==> config.mk <==
export PLATFORM = sky130hd
export DESIGN_NAME = rtc_core
export DESIGN_NICKNAME = d
export VERILOG_FILES = /design/src/core/rtc_pkg.sv /design/src/core/rtc_core.sv
export SDC_FILE = /design/constraint.sdc
export NUM_CORES = 1
export LEC_CHECK = 0
export BUFFER_PORTS_ARGS = -buffer_cell sky130_fd_sc_hd__clkbuf_2
export CAP_MARGIN = 20
export CORE_ASPECT_RATIO = 0.6
export CORE_MARGIN = 3
export CORE_UTILIZATION = 60
export CTS_CLUSTER_DIAMETER = 200
export DETAILED_ROUTE_END_ITERATION = 12
export PLACE_DENSITY = 0.95
export SLEW_MARGIN = 10
export SYNTH_ARGS = -nofsm -noshare
export SYNTH_HDL_FRONTEND = slang
export SYNTH_SLANG_ARGS = --single-unit
==> constraint.sdc <==
create_clock -name pclk -period 4.49 [get_ports pclk]
set_input_delay 0 -clock pclk [delete_from_list [all_inputs] [get_ports pclk]]
set_output_delay 0 -clock pclk [all_outputs]
set_load 0.02 [all_outputs]
==> src/core/rtc_pkg.sv <==
package rtc_pkg;

  // Field widths
  localparam int RTC_DIGIT_W = 4;
  localparam int RTC_ZONE_W = 2;
  localparam int RTC_BUS_W = 6;
  localparam int RTC_ADDR_W = 16;
  localparam int RTC_POS_W = 2;
  localparam int RTC_PADDR_W = 8;

  // Register byte offsets
  localparam logic [7:0] RTC_OFS_PANEL = 8'h00;
  localparam logic [7:0] RTC_OFS_HUBZONE = 8'h04;
  localparam logic [7:0] RTC_OFS_ADDR = 8'h08;
  localparam logic [7:0] RTC_OFS_PROG = 8'h0C;
  localparam logic [7:0] RTC_OFS_COUNT = 8'h10;
  localparam logic [7:0] RTC_OFS_FLAGS = 8'h14;

  // Panel register fields
  localparam int RTC_PANEL_HUB_BIT = 8;
  localparam int RTC_PANEL_ZONE_BIT = 9;

  // Count word digit positions
  localparam int RTC_CNT_DATA = 0;
  localparam int RTC_CNT_HOLD = 4;
  localparam int RTC_CNT_AUX_ONE = 8;
  localparam int RTC_CNT_AUX_TWO = 12;
  localparam int RTC_CNT_LEN_ONE = 16;
  localparam int RTC_CNT_LEN_TWO = 20;

  // Flag word bit positions
  localparam int RTC_FLG_ZERO = 0;
  localparam int RTC_FLG_MINUS = 1;
  localparam int RTC_FLG_CARRY = 2;
  localparam int RTC_FLG_EXT_ONE = 3;
  localparam int RTC_FLG_EXT_TWO = 4;
  localparam int RTC_FLG_IDX_A = 5;
  localparam int RTC_FLG_IDX_B = 6;
  localparam int RTC_FLG_FUNC = 7;

  // Source bus and zone bit positions
  localparam int RTC_ZONE_LSB = 4;
  localparam int RTC_ZONE_LOW = 0;
  localparam int RTC_ZONE_HIGH = 1;

  // Counter bits of special meaning
  localparam int RTC_RW_BIT = 0;
  localparam int RTC_NONFILL_BIT = 3;

  // Preset digit for the second operand address in disc work
  localparam logic [3:0] RTC_DISC_PRESET = 4'h4;

  // Length counter decode values
  localparam logic [3:0] RTC_LEN_ZERO = 4'h0;
  localparam logic [3:0] RTC_LEN_ONE = 4'h1;
  localparam logic [3:0] RTC_LEN_SIX = 4'h6;
  localparam logic [3:0] RTC_LEN_SEVEN = 4'h7;
  localparam logic [3:0] RTC_STEP = 4'h1;

  // Condition flag positions selected by the position counter
  localparam logic [1:0] RTC_POS_ZERO = 2'h0;
  localparam logic [1:0] RTC_POS_MINUS = 2'h1;
  localparam logic [1:0] RTC_POS_CARRY = 2'h2;
  localparam logic [1:0] RTC_POS_NONE = 2'h3;

  // Transfer and load strobes from the control sequencer
  typedef struct packed {
    logic aux_one_to_bus;
    logic aux_two_to_bus;
    logic load_hub;
    logic load_zone;
    logic load_addr_one;
    logic load_addr_two;
    logic preset_second_addr_disc;
    logic load_condition_flags;
    logic load_extension;
    logic load_function;
    logic load_index;
    logic load_data;
    logic load_hold;
    logic load_aux_one;
    logic load_aux_two;
    logic load_length_one;
    logic load_length_two;
    logic load_prog_addr;
    logic aux_two_decrement;
    logic aux_two_increment;
    logic length_one_decrement;
    logic terminate_read;
  } rtc_strobe_t;

  // Decoded indications to the sequencer
  typedef struct packed {
    logic length_one_is_zero;
    logic length_one_is_one;
    logic length_one_is_six;
    logic length_one_is_seven;
    logic aux_one_low_bit;
    logic aux_two_low_bit;
    logic nonfill_read_terminate;
  } rtc_decode_t;

endpackage : rtc_pkg

==> src/core/rtc_core.sv <==
// Design decisions made here: register access over APB and the register addresses.
module rtc_core (
  input wire logic pclk, // Processor clock
  input wire logic presetn, // Asynchronous reset, active low
  input wire logic [rtc_pkg::RTC_PADDR_W-1:0] paddr, // APB address
  input wire logic psel, // APB select
  input wire logic penable, // APB enable
  input wire logic pwrite, // APB direction
  input wire logic [31:0] pwdata, // APB write data
  output logic [31:0] prdata, // APB read data
  output logic pready, // APB ready
  output logic pslverr, // APB error
  input wire rtc_pkg::rtc_strobe_t strobe, // Sequencer strobes
  input wire logic [rtc_pkg::RTC_BUS_W-1:0] src_bus_in, // External sources
  input wire logic [rtc_pkg::RTC_POS_W-1:0] char_pos, // Position counter
  output logic [rtc_pkg::RTC_BUS_W-1:0] src_bus_out, // Resolved bus
  output rtc_pkg::rtc_decode_t decode // Count decodes
);
  import rtc_pkg::*;

  typedef struct packed {
    logic [RTC_DIGIT_W-1:0] hub;
    logic [RTC_ZONE_W-1:0] zone;
    logic [RTC_ADDR_W-1:0] addr_one;
    logic [RTC_ADDR_W-1:0] addr_two;
    logic [RTC_ADDR_W-1:0] prog;
    logic [RTC_DIGIT_W-1:0] data;
    logic [RTC_DIGIT_W-1:0] hold;
    logic [RTC_DIGIT_W-1:0] aux_one;
    logic [RTC_DIGIT_W-1:0] aux_two;
    logic [RTC_DIGIT_W-1:0] len_one;
    logic [RTC_DIGIT_W-1:0] len_two;
    logic [RTC_DIGIT_W-1:0] func;
    logic idx_a;
    logic idx_b;
    logic flag_zero;
    logic flag_minus;
    logic flag_carry;
    logic ext_one;
    logic ext_two;
    logic dec_two_prev;
    logic inc_two_prev;
    logic dec_len_prev;
    logic [RTC_BUS_W-1:0] panel_val;
    logic panel_hub;
    logic panel_zone;
    logic [31:0] rdata;
  } rtc_state_t;

  rtc_state_t state_reg;
  rtc_state_t state_next;
  logic dec_two_evt;
  logic inc_two_evt;
  logic dec_len_evt;
  logic hub_load;
  logic zone_load;
  logic mapped;
  logic [31:0] read_word;
  logic setup_read;
  logic access_phase;
  logic zone_upper;

  // Replace one digit of an address at the position given
  function automatic logic [RTC_ADDR_W-1:0] put_digit(
    input logic [RTC_ADDR_W-1:0] word,
    input logic [RTC_POS_W-1:0] pos,
    input logic [RTC_DIGIT_W-1:0] dig
  );
    logic [RTC_ADDR_W-1:0] res;
    res = word;
    res[pos*RTC_DIGIT_W +: RTC_DIGIT_W] = dig;
    return res;
  endfunction

  // Register offsets that answer without error
  function automatic logic is_mapped(input logic [RTC_PADDR_W-1:0] a);
    return (a == RTC_OFS_PANEL) || (a == RTC_OFS_HUBZONE) ||
           (a == RTC_OFS_ADDR) || (a == RTC_OFS_PROG) ||
           (a == RTC_OFS_COUNT) || (a == RTC_OFS_FLAGS);
  endfunction

  // A strobe high at the last edge and low now has just ended
  function automatic logic trailing(
    input logic was_high,
    input logic now_high
  );
    return was_high & ~now_high;
  endfunction

  // One count step; the four-bit counters wrap rather than saturate
  function automatic logic [RTC_DIGIT_W-1:0] count_step(
    input logic [RTC_DIGIT_W-1:0] value,
    input logic up
  );
    logic [RTC_DIGIT_W-1:0] res;
    if (up) begin
      res = value + RTC_STEP;
    end else begin
      res = value - RTC_STEP;
    end
    return res;
  endfunction

  // Compare a length count against one decoded value
  function automatic logic len_is(
    input logic [RTC_DIGIT_W-1:0] value,
    input logic [RTC_DIGIT_W-1:0] match
  );
    return value == match;
  endfunction

  // Trailing edges of the count strobes become one-cycle events; the
  // history flops clear in reset, so a strobe that ends within reset is no edge
  assign dec_two_evt = trailing(state_reg.dec_two_prev,
                                strobe.aux_two_decrement);
  assign inc_two_evt = trailing(state_reg.inc_two_prev,
                                strobe.aux_two_increment);
  assign dec_len_evt = trailing(state_reg.dec_len_prev,
                                strobe.length_one_decrement);

  // Bus resolution; aux gates win since they bypass the load strobe.
  // Zone lines read zero while a counter is gated onto the bus.
  always_comb begin
    if (strobe.aux_one_to_bus) begin
      src_bus_out = {{RTC_ZONE_W{1'b0}}, state_reg.aux_one};
    end else if (strobe.aux_two_to_bus) begin
      src_bus_out = {{RTC_ZONE_W{1'b0}}, state_reg.aux_two};
    end else if (state_reg.panel_hub || state_reg.panel_zone) begin
      src_bus_out = state_reg.panel_val;
    end else begin
      src_bus_out = src_bus_in;
    end
  end

  // Hub and zone load conditions, panel acting as the test panel
  assign hub_load = strobe.load_hub | strobe.aux_one_to_bus |
                    strobe.aux_two_to_bus | state_reg.panel_hub;
  assign zone_load = strobe.load_zone | state_reg.panel_zone;

  // Upper zone flop feeds conditions, extension, function and index bits
  assign zone_upper = state_reg.zone[RTC_ZONE_HIGH];

  // APB phase decodes shared by the read latch, panel write and error
  assign setup_read = psel & ~penable & ~pwrite;
  assign access_phase = psel & penable;

  // Count decodes straight off the length and aux flops
  always_comb begin
    decode.length_one_is_zero = len_is(state_reg.len_one,
                                       RTC_LEN_ZERO);
    decode.length_one_is_one = len_is(state_reg.len_one,
                                      RTC_LEN_ONE);
    decode.length_one_is_six = len_is(state_reg.len_one,
                                      RTC_LEN_SIX);
    decode.length_one_is_seven = len_is(state_reg.len_one,
                                        RTC_LEN_SEVEN);
    decode.aux_one_low_bit = state_reg.aux_one[RTC_RW_BIT];
    decode.aux_two_low_bit = state_reg.aux_two[RTC_RW_BIT];
    decode.nonfill_read_terminate = strobe.terminate_read &
                                    state_reg.aux_one[RTC_NONFILL_BIT];
  end

  // Register read image
  assign mapped = is_mapped(paddr);
  always_comb begin
    read_word = '0;
    unique case (paddr)
      RTC_OFS_PANEL: begin
        read_word[RTC_BUS_W-1:0] = state_reg.panel_val;
      end
      RTC_OFS_HUBZONE: begin
        read_word[RTC_DIGIT_W-1:0] = state_reg.hub;
        read_word[RTC_ZONE_LSB +: RTC_ZONE_W] = state_reg.zone;
      end
      RTC_OFS_ADDR: begin
        read_word[RTC_ADDR_W-1:0] = state_reg.addr_one;
        read_word[RTC_ADDR_W +: RTC_ADDR_W] = state_reg.addr_two;
      end
      RTC_OFS_PROG: begin
        read_word[RTC_ADDR_W-1:0] = state_reg.prog;
      end
      RTC_OFS_COUNT: begin
        read_word[RTC_CNT_DATA +: RTC_DIGIT_W] = state_reg.data;
        read_word[RTC_CNT_HOLD +: RTC_DIGIT_W] = state_reg.hold;
        read_word[RTC_CNT_AUX_ONE +: RTC_DIGIT_W] = state_reg.aux_one;
        read_word[RTC_CNT_AUX_TWO +: RTC_DIGIT_W] = state_reg.aux_two;
        read_word[RTC_CNT_LEN_ONE +: RTC_DIGIT_W] = state_reg.len_one;
        read_word[RTC_CNT_LEN_TWO +: RTC_DIGIT_W] = state_reg.len_two;
      end
      RTC_OFS_FLAGS: begin
        read_word[RTC_FLG_ZERO] = state_reg.flag_zero;
        read_word[RTC_FLG_MINUS] = state_reg.flag_minus;
        read_word[RTC_FLG_CARRY] = state_reg.flag_carry;
        read_word[RTC_FLG_EXT_ONE] = state_reg.ext_one;
        read_word[RTC_FLG_EXT_TWO] = state_reg.ext_two;
        read_word[RTC_FLG_IDX_A] = state_reg.idx_a;
        read_word[RTC_FLG_IDX_B] = state_reg.idx_b;
        read_word[RTC_FLG_FUNC +: RTC_DIGIT_W] = state_reg.func;
      end
      default: begin
        read_word = '0;
      end
    endcase
  end

  // Zero wait state slave; unmapped offsets answer with an error.
  // Writes to read-only words are dropped quietly, so a map sweep is clean.
  assign pready = 1'b1;
  assign pslverr = access_phase & ~mapped;
  assign prdata = state_reg.rdata;

  // Next state of every register of the block
  always_comb begin
    state_next = state_reg;
    state_next.dec_two_prev = strobe.aux_two_decrement;
    state_next.inc_two_prev = strobe.aux_two_increment;
    state_next.dec_len_prev = strobe.length_one_decrement;
    state_next.panel_hub = 1'b0;
    state_next.panel_zone = 1'b0;

    // Read data is latched in setup so it is stable in access; a strobe
    // landing at that same edge shows up only in the next read
    if (setup_read) begin
      state_next.rdata = read_word;
    end

    // Panel write fires a one-cycle hub and zone load next cycle, each only if its panel bit is set
    if (access_phase && pwrite && paddr == RTC_OFS_PANEL) begin
      state_next.panel_val = pwdata[RTC_BUS_W-1:0];
      state_next.panel_hub = pwdata[RTC_PANEL_HUB_BIT];
      state_next.panel_zone = pwdata[RTC_PANEL_ZONE_BIT];
    end

    // Hub takes the low lines, zone the high lines
    if (hub_load) begin
      state_next.hub = src_bus_out[RTC_DIGIT_W-1:0];
    end
    if (zone_load) begin
      state_next.zone = src_bus_out[RTC_ZONE_LSB +: RTC_ZONE_W];
    end

    // Position-qualified address loads
    if (strobe.load_addr_one) begin
      state_next.addr_one = put_digit(state_reg.addr_one, char_pos,
                                      state_reg.hub);
    end
    if (strobe.preset_second_addr_disc) begin
      state_next.addr_two = put_digit(state_reg.addr_two, char_pos,
                                      RTC_DISC_PRESET);
    end else if (strobe.load_addr_two) begin
      state_next.addr_two = put_digit(state_reg.addr_two, char_pos,
                                      state_reg.hub);
    end
    if (strobe.load_prog_addr) begin
      state_next.prog = put_digit(state_reg.prog, char_pos,
                                  state_reg.hub);
    end

    // Condition flags, one per position
    if (strobe.load_condition_flags) begin
      unique case (char_pos)
        RTC_POS_ZERO: begin
          state_next.flag_zero = zone_upper;
        end
        RTC_POS_MINUS: begin
          state_next.flag_minus = zone_upper;
        end
        RTC_POS_CARRY: begin
          state_next.flag_carry = zone_upper;
        end
        RTC_POS_NONE: begin
          state_next.flag_zero = state_reg.flag_zero;
        end
      endcase
    end

    // Extension flops copy both zone bits
    if (strobe.load_extension) begin
      state_next.ext_one = state_reg.zone[RTC_ZONE_LOW];
      state_next.ext_two = zone_upper;
    end

    // Function and index bits arrive one per position in fetch
    if (strobe.load_function) begin
      state_next.func[char_pos] = zone_upper;
    end
    if (strobe.load_index) begin
      if (char_pos[0]) begin
        state_next.idx_b = zone_upper;
      end else begin
        state_next.idx_a = zone_upper;
      end
    end

    // Plain hub copies
    if (strobe.load_data) begin
      state_next.data = state_reg.hub;
    end
    if (strobe.load_hold) begin
      state_next.hold = state_reg.hub;
    end
    if (strobe.load_aux_one) begin
      state_next.aux_one = state_reg.hub;
    end
    if (strobe.load_length_two) begin
      state_next.len_two = state_reg.hub;
    end

    // Load beats counting; opposite events in one cycle cancel
    if (strobe.load_aux_two) begin
      state_next.aux_two = state_reg.hub;
    end else if (dec_two_evt && !inc_two_evt) begin
      state_next.aux_two = count_step(state_reg.aux_two, 1'b0);
    end else if (inc_two_evt && !dec_two_evt) begin
      state_next.aux_two = count_step(state_reg.aux_two, 1'b1);
    end
    if (strobe.load_length_one) begin
      state_next.len_one = state_reg.hub;
    end else if (dec_len_evt) begin
      state_next.len_one = count_step(state_reg.len_one, 1'b0);
    end
  end

  // Single register stage for all state
  always_ff @(posedge pclk or negedge presetn) begin
    if (!presetn) begin
      state_reg <= '0;
    end else begin
      state_reg <= state_next;
    end
  end

endmodule // rtc_core

Yosys cells after proc, flatten, opt, wreduce, memory -nomap -nowiden
Index checks and enable logic that the tools add are counted.

operators by class
  add/sub/neg operators = 4
  $lt $le $gt $ge = 2
  eq/ne operators = 10
  shifts and indexed selects = 3
  multiplexer cells = 23
  bitwise logic cells = 19
  reductions and logical operators = 24

operators with widths
  kind                                                                          count
  16-bit bitwise mux                                                            4
  6-bit case mux with 6 select lines                                            1
  4-bit negator with 34-bit output                                              1
  4-bit by 34-bit variable shift with 16-bit output, first input constant       1
  4-bit by 34-bit indexed part select with 16-bit output                        1
  4-bit by 34-bit indexed part select with 16-bit output, first input constant  1
  16-bit 2-to-1 mux                                                             2
  4-bit 2-to-1 mux                                                              5
  5-bit case mux with 4 select lines                                            1
  6-bit 2-to-1 mux                                                              3
  8-bit by 4-bit == test with 1-bit output, second input constant               2
  8-bit by 5-bit == test with 1-bit output, second input constant               2
  8-bit case mux with 2 select lines                                            1
  5-bit case mux with 3 select lines                                            1
  2-bit AND reduction                                                           5
  1-bit bitwise AND                                                             8
  4-bit by 3-bit == test with 1-bit output, second input constant               2
  8-bit by 3-bit == test with 1-bit output, second input constant               1
  8-bit zero test                                                               1
  8-bit 2-to-1 mux                                                              1
  4-bit by 1-bit subtractor with 4-bit output, second input constant            2
  1-bit NOT                                                                     7
  1-bit logical OR                                                              6
  1-bit logical AND                                                             5
  16 further kinds                                                              21

word-level totals
  flip-flop bits (word level) = 132
  input bits = 75
  output and inout port bits = 47
  logic and storage cells = 111

Logic depth before layout (Yosys ltp)
  depth after elaboration = 8
  mapped depth = 8
  mapped depth without buffers = 7

Worst setup path before layout
Ideal clock, no wire load.

  kind = register to register
  start point = register state_reg[32] (netlist name)
  end point = register state_reg[128] (netlist name)
  library setup time = 68 ps
  data arrival time = 1713 ps
  data required time = 4422 ps
  slack = 2708 ps
  stages on the path, launching flop included = 5
  path buffers = 0
  clock period less this slack = 1782 ps
  path through = dfrtp_1 > nor2_1 > a211oi_1 > o31ai_1 > mux2_2

on the way
  cells in the longest elaborated chain, start to end = 4

ends and longest elaborated chain
  item                       RTL line         RTL
  start: declaration         rtc_core.sv:50   rtc_state_t state_reg;
  start signal: assignment   rtc_core.sv:329  state_reg <= state_next;
  1-bit logical OR           rtc_core.sv:128  end else if (state_reg.panel_hub || state_reg.panel_zone) begin
  6-bit 2-to-1 mux           rtc_core.sv:128
  6-bit 2-to-1 mux           rtc_core.sv:126  end else if (strobe.aux_two_to_bus) begin
  6-bit 2-to-1 mux           rtc_core.sv:124  if (strobe.aux_one_to_bus) begin
  via src_bus_out (one bit)  rtc_core.sv:16   output logic [rtc_pkg::RTC_BUS_W-1:0] src_bus_out,

The timed path passes the listed nets, and every way through them passes these cells.
A chain may end at the register's enable or synchronous reset.

Worst setup path in the final report
  start point = register state_reg[32] (netlist name)
  end point = output src_bus_out[3] (netlist name)

on the way
  cells in the longest elaborated chain, start to end = 4

ends and longest elaborated chain
  item              RTL line
  1-bit logical OR  rtc_core.sv:128
  6-bit 2-to-1 mux  rtc_core.sv:128
  6-bit 2-to-1 mux  rtc_core.sv:126
  6-bit 2-to-1 mux  rtc_core.sv:124
  end: declaration  rtc_core.sv:16

Every way passes these cells.

==> impl_table.tex <==
\begin{tabular}{lr}
\hline
Metric & Value \\
\hline
\multicolumn{2}{l}{\textbf{Run status}} \\
Outcome & finished, final reports clean \\
\multicolumn{2}{l}{\textbf{Final layout}} \\
Share of cells above drive strength 1 & 25.7\% \\
Number of diodes added for antenna fixing & 0 \\
Layout Nets & 806 \\
Max reg flops & 98 \\
Layout overhead on the synthesized area & 16.6\% \\
Number of fill cells in the layout & 695 \\
\multicolumn{2}{l}{\textbf{Clock network}} \\
Number of buffers created by CTS & 17 \\
TritonCTS clock tree & built \\
Setup bufs post-CTS & 0 \\
Post\_cts resized & 0 \\
Clock latency at the later pin of the worst-skew pair & 420 ps \\
Clk pin slew, worst setup/hold paths & 60 ps \\
Maximum level of the CTS H-tree & 4 \\
CTS max path bufs & 2 \\
CTS sink cnt & 132 \\
CTS Root Buffer Type & sky130\_fd\_sc\_hd\_\_clkbuf\_16 \\
\multicolumn{2}{l}{\textbf{Detailed routing}} \\
Remaining design rule violation count & 0 \\
Total detailed-routing wirelength & 17800 µm \\
1st-iter DRT viols & 631 \\
Post-detailed-route count of antenna-violating nets & 0 \\
First-pass detailed-route iteration total & 5 \\
Final routed wire length divided by cell count & 20.5 µm \\
Routed via count & approximately 5500 \\
Average via count per standard cell & 6.35 \\
\multicolumn{2}{l}{\textbf{GRT}} \\
Total routing resource utilization after global routing & 29.3\% \\
Congestion Overflow GR & 0 \\
Maximum number of pins on one net before global-route repair & 62 \\
Number of antenna violations at the first check in global routing & 0 \\
First-pass GRT wire length & 28000 µm \\
Vias in the first global route & about 5500 \\
\multicolumn{2}{l}{\textbf{Die}} \\
Full die area & around 12000 µm² \\
Die Ht & 87.5 µm \\
Initial Utilization & 62.3\% \\
Top-Level Pins & $\sim$120 \\
X dimension of the die & about 140 µm \\
Row Count & 29 \\
Core area & about 11000 µm² \\
\multicolumn{2}{l}{\textbf{Worst setup path}} \\
WP data arrival & 2120 ps \\
Data required time at the worst endpoint & 4490 ps \\
Crit Path Class & reg -> out \\
Cell-by-cell listing of the critical path & nor2\_1 -> a211oi\_1 -> o31ai\_1 -> clkbuf\_2 \\
Worst reg2reg path startpoint & state\_reg[42]\$\_DFF\_PN0\_ \\
Largest stage delay, worst path & 460 ps \\
Number of cells on the critical path & 4 \\
Reg-to-reg critical path endpoint & state\_reg[64]\$\_DFFE\_PN0P\_ \\
FF-to-FF path depth & 6 \\
Max Fanout on Critical Path & 6 \\
Capturing element of the worst setup path & src\_bus\_out[3] \\
CP Launch Type & register \\
Slowest-stage cell, CP & sky130\_fd\_sc\_hd\_\_nor2\_1 \\
Sort of element at the end of the critical path & output pin \\
R2R Setup Slk & 2550 ps \\
Critical path startpoint & state\_reg[32]\$\_DFF\_PN0\_ \\
Crit path max-delay family & compound AO/OA/AOI/OAI gates \\
WP buf/inv & 1 \\
\multicolumn{2}{l}{\textbf{Synth}} \\
Synth warn & 0 \\
Area share of xor/xnor cells in the synthesized design & 0.791\% \\
Ys flop type & sky130\_fd\_sc\_hd\_\_dfrtp\_1 \\
Area share of the largest cell type after synthesis & between 40\% and 50\% \\
Async S/R FF share, synth & 100\% \\
Synthesized Nets & about 730 \\
Part of the Yosys area used for sequential elements & 49.7\% \\
Multiplexer fraction of the synthesized cell area & 10.1\% \\
Synth Area in Compound Gates & 15.7\% \\
Post-synthesis instance area & roughly 6600 µm² \\
Adder-cell share of the synthesized area & under 10\% \\
Main area contributors after synthesis & sky130\_fd\_sc\_hd\_\_dfrtp\_1, sky130\_fd\_sc\_hd\_\_mux2\_2, sky130\_fd\_sc\_hd\_\_nand2\_1 \\
Number of instances in the synthesized netlist & 646 \\
Number of synthesized register bits & 132 \\
Yosys top cell by area & sky130\_fd\_sc\_hd\_\_dfrtp\_1 \\
Per-instance average area after synthesis & 10.3 µm² \\
Combinational family with the most area after synthesis & compound AO/OA/AOI/OAI gates \\
Number of enable-type register cells in the synthesized netlist & 0 \\
Post-synthesis share of cell area spent on and, or, nand and nor gates & 14.0\% \\
Post-synthesis cell type count & 58 \\
\multicolumn{2}{l}{\textbf{STA}} \\
Final slew viol count & 0 \\
Unrepaired setup endpoints after global routing & false \\
Hold Vio Cnt, Final & 0 \\
TNS Setup & 0 ps \\
Final setup violating endpoints & 0 \\
Fin Clk Skew & approximately 9.1 ps \\
Max-slew headroom at the worst pin & 27.7\% \\
Worst hold-check slack & between 40 and 50 ps \\
Post-layout min period & 2120 ps \\
Portion of the clock cycle consumed by the worst path in the final layout & 47.1\% \\
Worst Max-Slew Pin Slew & 1080 ps \\
Maximum clock frequency & about 470 MHz \\
\multicolumn{2}{l}{\textbf{Power and ir drop}} \\
Power density over the cells & 433 nW/µm² \\
Peak VDD IR & between 0.0003 and 0.0004 V \\
Static Leakage & 3.56 nW \\
Pwr Total & 3.35 mW \\
\multicolumn{2}{l}{\textbf{Placement}} \\
Last weighted congestion value of the routability-driven placer & 0.907 \\
Estimated wirelength of the detail-placed design & 12100 µm \\
Buffers added on ports & 96 \\
\multicolumn{2}{l}{\textbf{Min path}} \\
Hold WC Path Type & in -> reg \\
\multicolumn{2}{l}{\textbf{Job}} \\
Max-capacitance violation count & 0 \\
\hline
\end{tabular}
cell type report:
type | count | area [µm²] | area share [%]
well taps | 139 | 174 | 2.25
inverters | 19 | 71.3 | 0.921
repair buffers | 126 | 771 | 9.95
clock inverters | 14 | 156 | 2.02
flip-flops and latches | 132 | 3300 | 42.6
clock buffers | 17 | 425 | 5.49
multi-input cells | 423 | 2850 | 36.7
worst min path at each step:
stage | start | to | slack, ps | cells past startpoint
2_1_floorplan | presetn | decode[1]$_DFFE_PN0P_ | -300 | 0
3_3_place_gp | presetn | prdata[26]$_DFFE_PN0P_ | -40 | 1
3_5_place_dp | presetn | prdata[25]$_DFFE_PN0P_ | -30 | 1
4_1_cts | strobe[4] | state_reg[78]$_DFFE_PN0P_ | 10 | 2
5_1_grt | strobe[4] | state_reg[78]$_DFFE_PN0P_ | 50 | 2
6_report | strobe[4] | state_reg[78]$_DFFE_PN0P_ | 40 | 2
Yosys cell counts (all sizes together), types with 3 or more instances:
cell type	n
dfrtp	132
nand2	96
o21ai	63
mux2	46
buf	42
clkbuf	30
nor2	23
inv	18
a22oi	14
mux2i	13
a21oi	12
ha	12
o22ai	11
nor2b	9
a32o	8
nor3	8
a2bb2oi	7
and3	7
nand3	7
a31oi	6
a222oi	5
nand2b	5
nor3b	5
o31ai	5
a211oi	4
a22o	4
and2	4
nor4	4
o21a	4
o22a	4
xnor2	4
a221oi	3
nand3b	3
or3	3
or3b	3
cell usage in the layout, fill, tap and decap left out, types with 4 or more instances in the layout:
cell	n
sky130_fd_sc_hd__dfrtp_1	132
sky130_fd_sc_hd__nand2_1	96
sky130_fd_sc_hd__clkbuf_2	95
sky130_fd_sc_hd__o21ai_0	63
sky130_fd_sc_hd__mux2_2	46
sky130_fd_sc_hd__dlygate4sd3_1	26
sky130_fd_sc_hd__nor2_1	23
sky130_fd_sc_hd__inv_1	18
sky130_fd_sc_hd__clkbuf_16	17
sky130_fd_sc_hd__a22oi_1	14
sky130_fd_sc_hd__mux2i_1	13
sky130_fd_sc_hd__a21oi_1	12
sky130_fd_sc_hd__ha_1	12
sky130_fd_sc_hd__o22ai_1	11
sky130_fd_sc_hd__nor2b_1	9
sky130_fd_sc_hd__a32o_1	8
sky130_fd_sc_hd__nor3_1	7
sky130_fd_sc_hd__nand3_1	7
sky130_fd_sc_hd__and3_1	7
sky130_fd_sc_hd__a2bb2oi_1	7
sky130_fd_sc_hd__a31oi_1	6
sky130_fd_sc_hd__nand2b_1	5
sky130_fd_sc_hd__o31ai_1	5
sky130_fd_sc_hd__nor3b_1	5
sky130_fd_sc_hd__a222oi_1	5
sky130_fd_sc_hd__xnor2_1	4
sky130_fd_sc_hd__and2_1	4
sky130_fd_sc_hd__o21a_1	4
sky130_fd_sc_hd__a211oi_1	4
sky130_fd_sc_hd__o22a_1	4
sky130_fd_sc_hd__a22o_1	4
sky130_fd_sc_hd__clkinvlp_4	4
sky130_fd_sc_hd__clkinv_4	4
sky130_fd_sc_hd__buf_4	4
stage by stage:
step | area, µm² | setup slack [ps] | utilization [%] | instances
after floorplan | 6640 | 2710 | - | 646
after global routing | 7750 | 2230 | 72.6 | 870
after CTS | 7750 | 2420 | 72.6 | 870
after global placement | 6900 | 1980 | 64.7 | 812
final | 7750 | 2370 | 72.6 | 870
after detailed placement | 6900 | 2160 | 64.7 | 813
timing repair:
action | 4_1_cts | 5_1_grt
hold endpoints to repair | 84 | 0
hold buffers | 26 | 0
endpoints found under the setup margin | 0 | 0
per-layer routing:
metal  track usage [%]  vias to the layer above  part of all wire (%)
li1                  -                     2424                     -
met1              38.1                     2723                    40
met2              45.5                      329                    47
met3              9.16                       49                    11
met4              13.6                        0                   2.6
met5                 0                        -                     0
where the power goes:
part	switching [mW]	total [mW]	internal, mW
registers	0.183	1.51	1.33
logic	0.251	0.467	0.215
clock network	0.553	1.37	0.820
kinds of logic after synthesis:
logic type      Yosys count
fa+ha+maj                12
flops                   132
xor+xnor                  6
simple gates            186
compound gates          158
mux                      60
buf+inv                  91
other cells               1
Note: power is estimated with default switching activity, not from simulation.
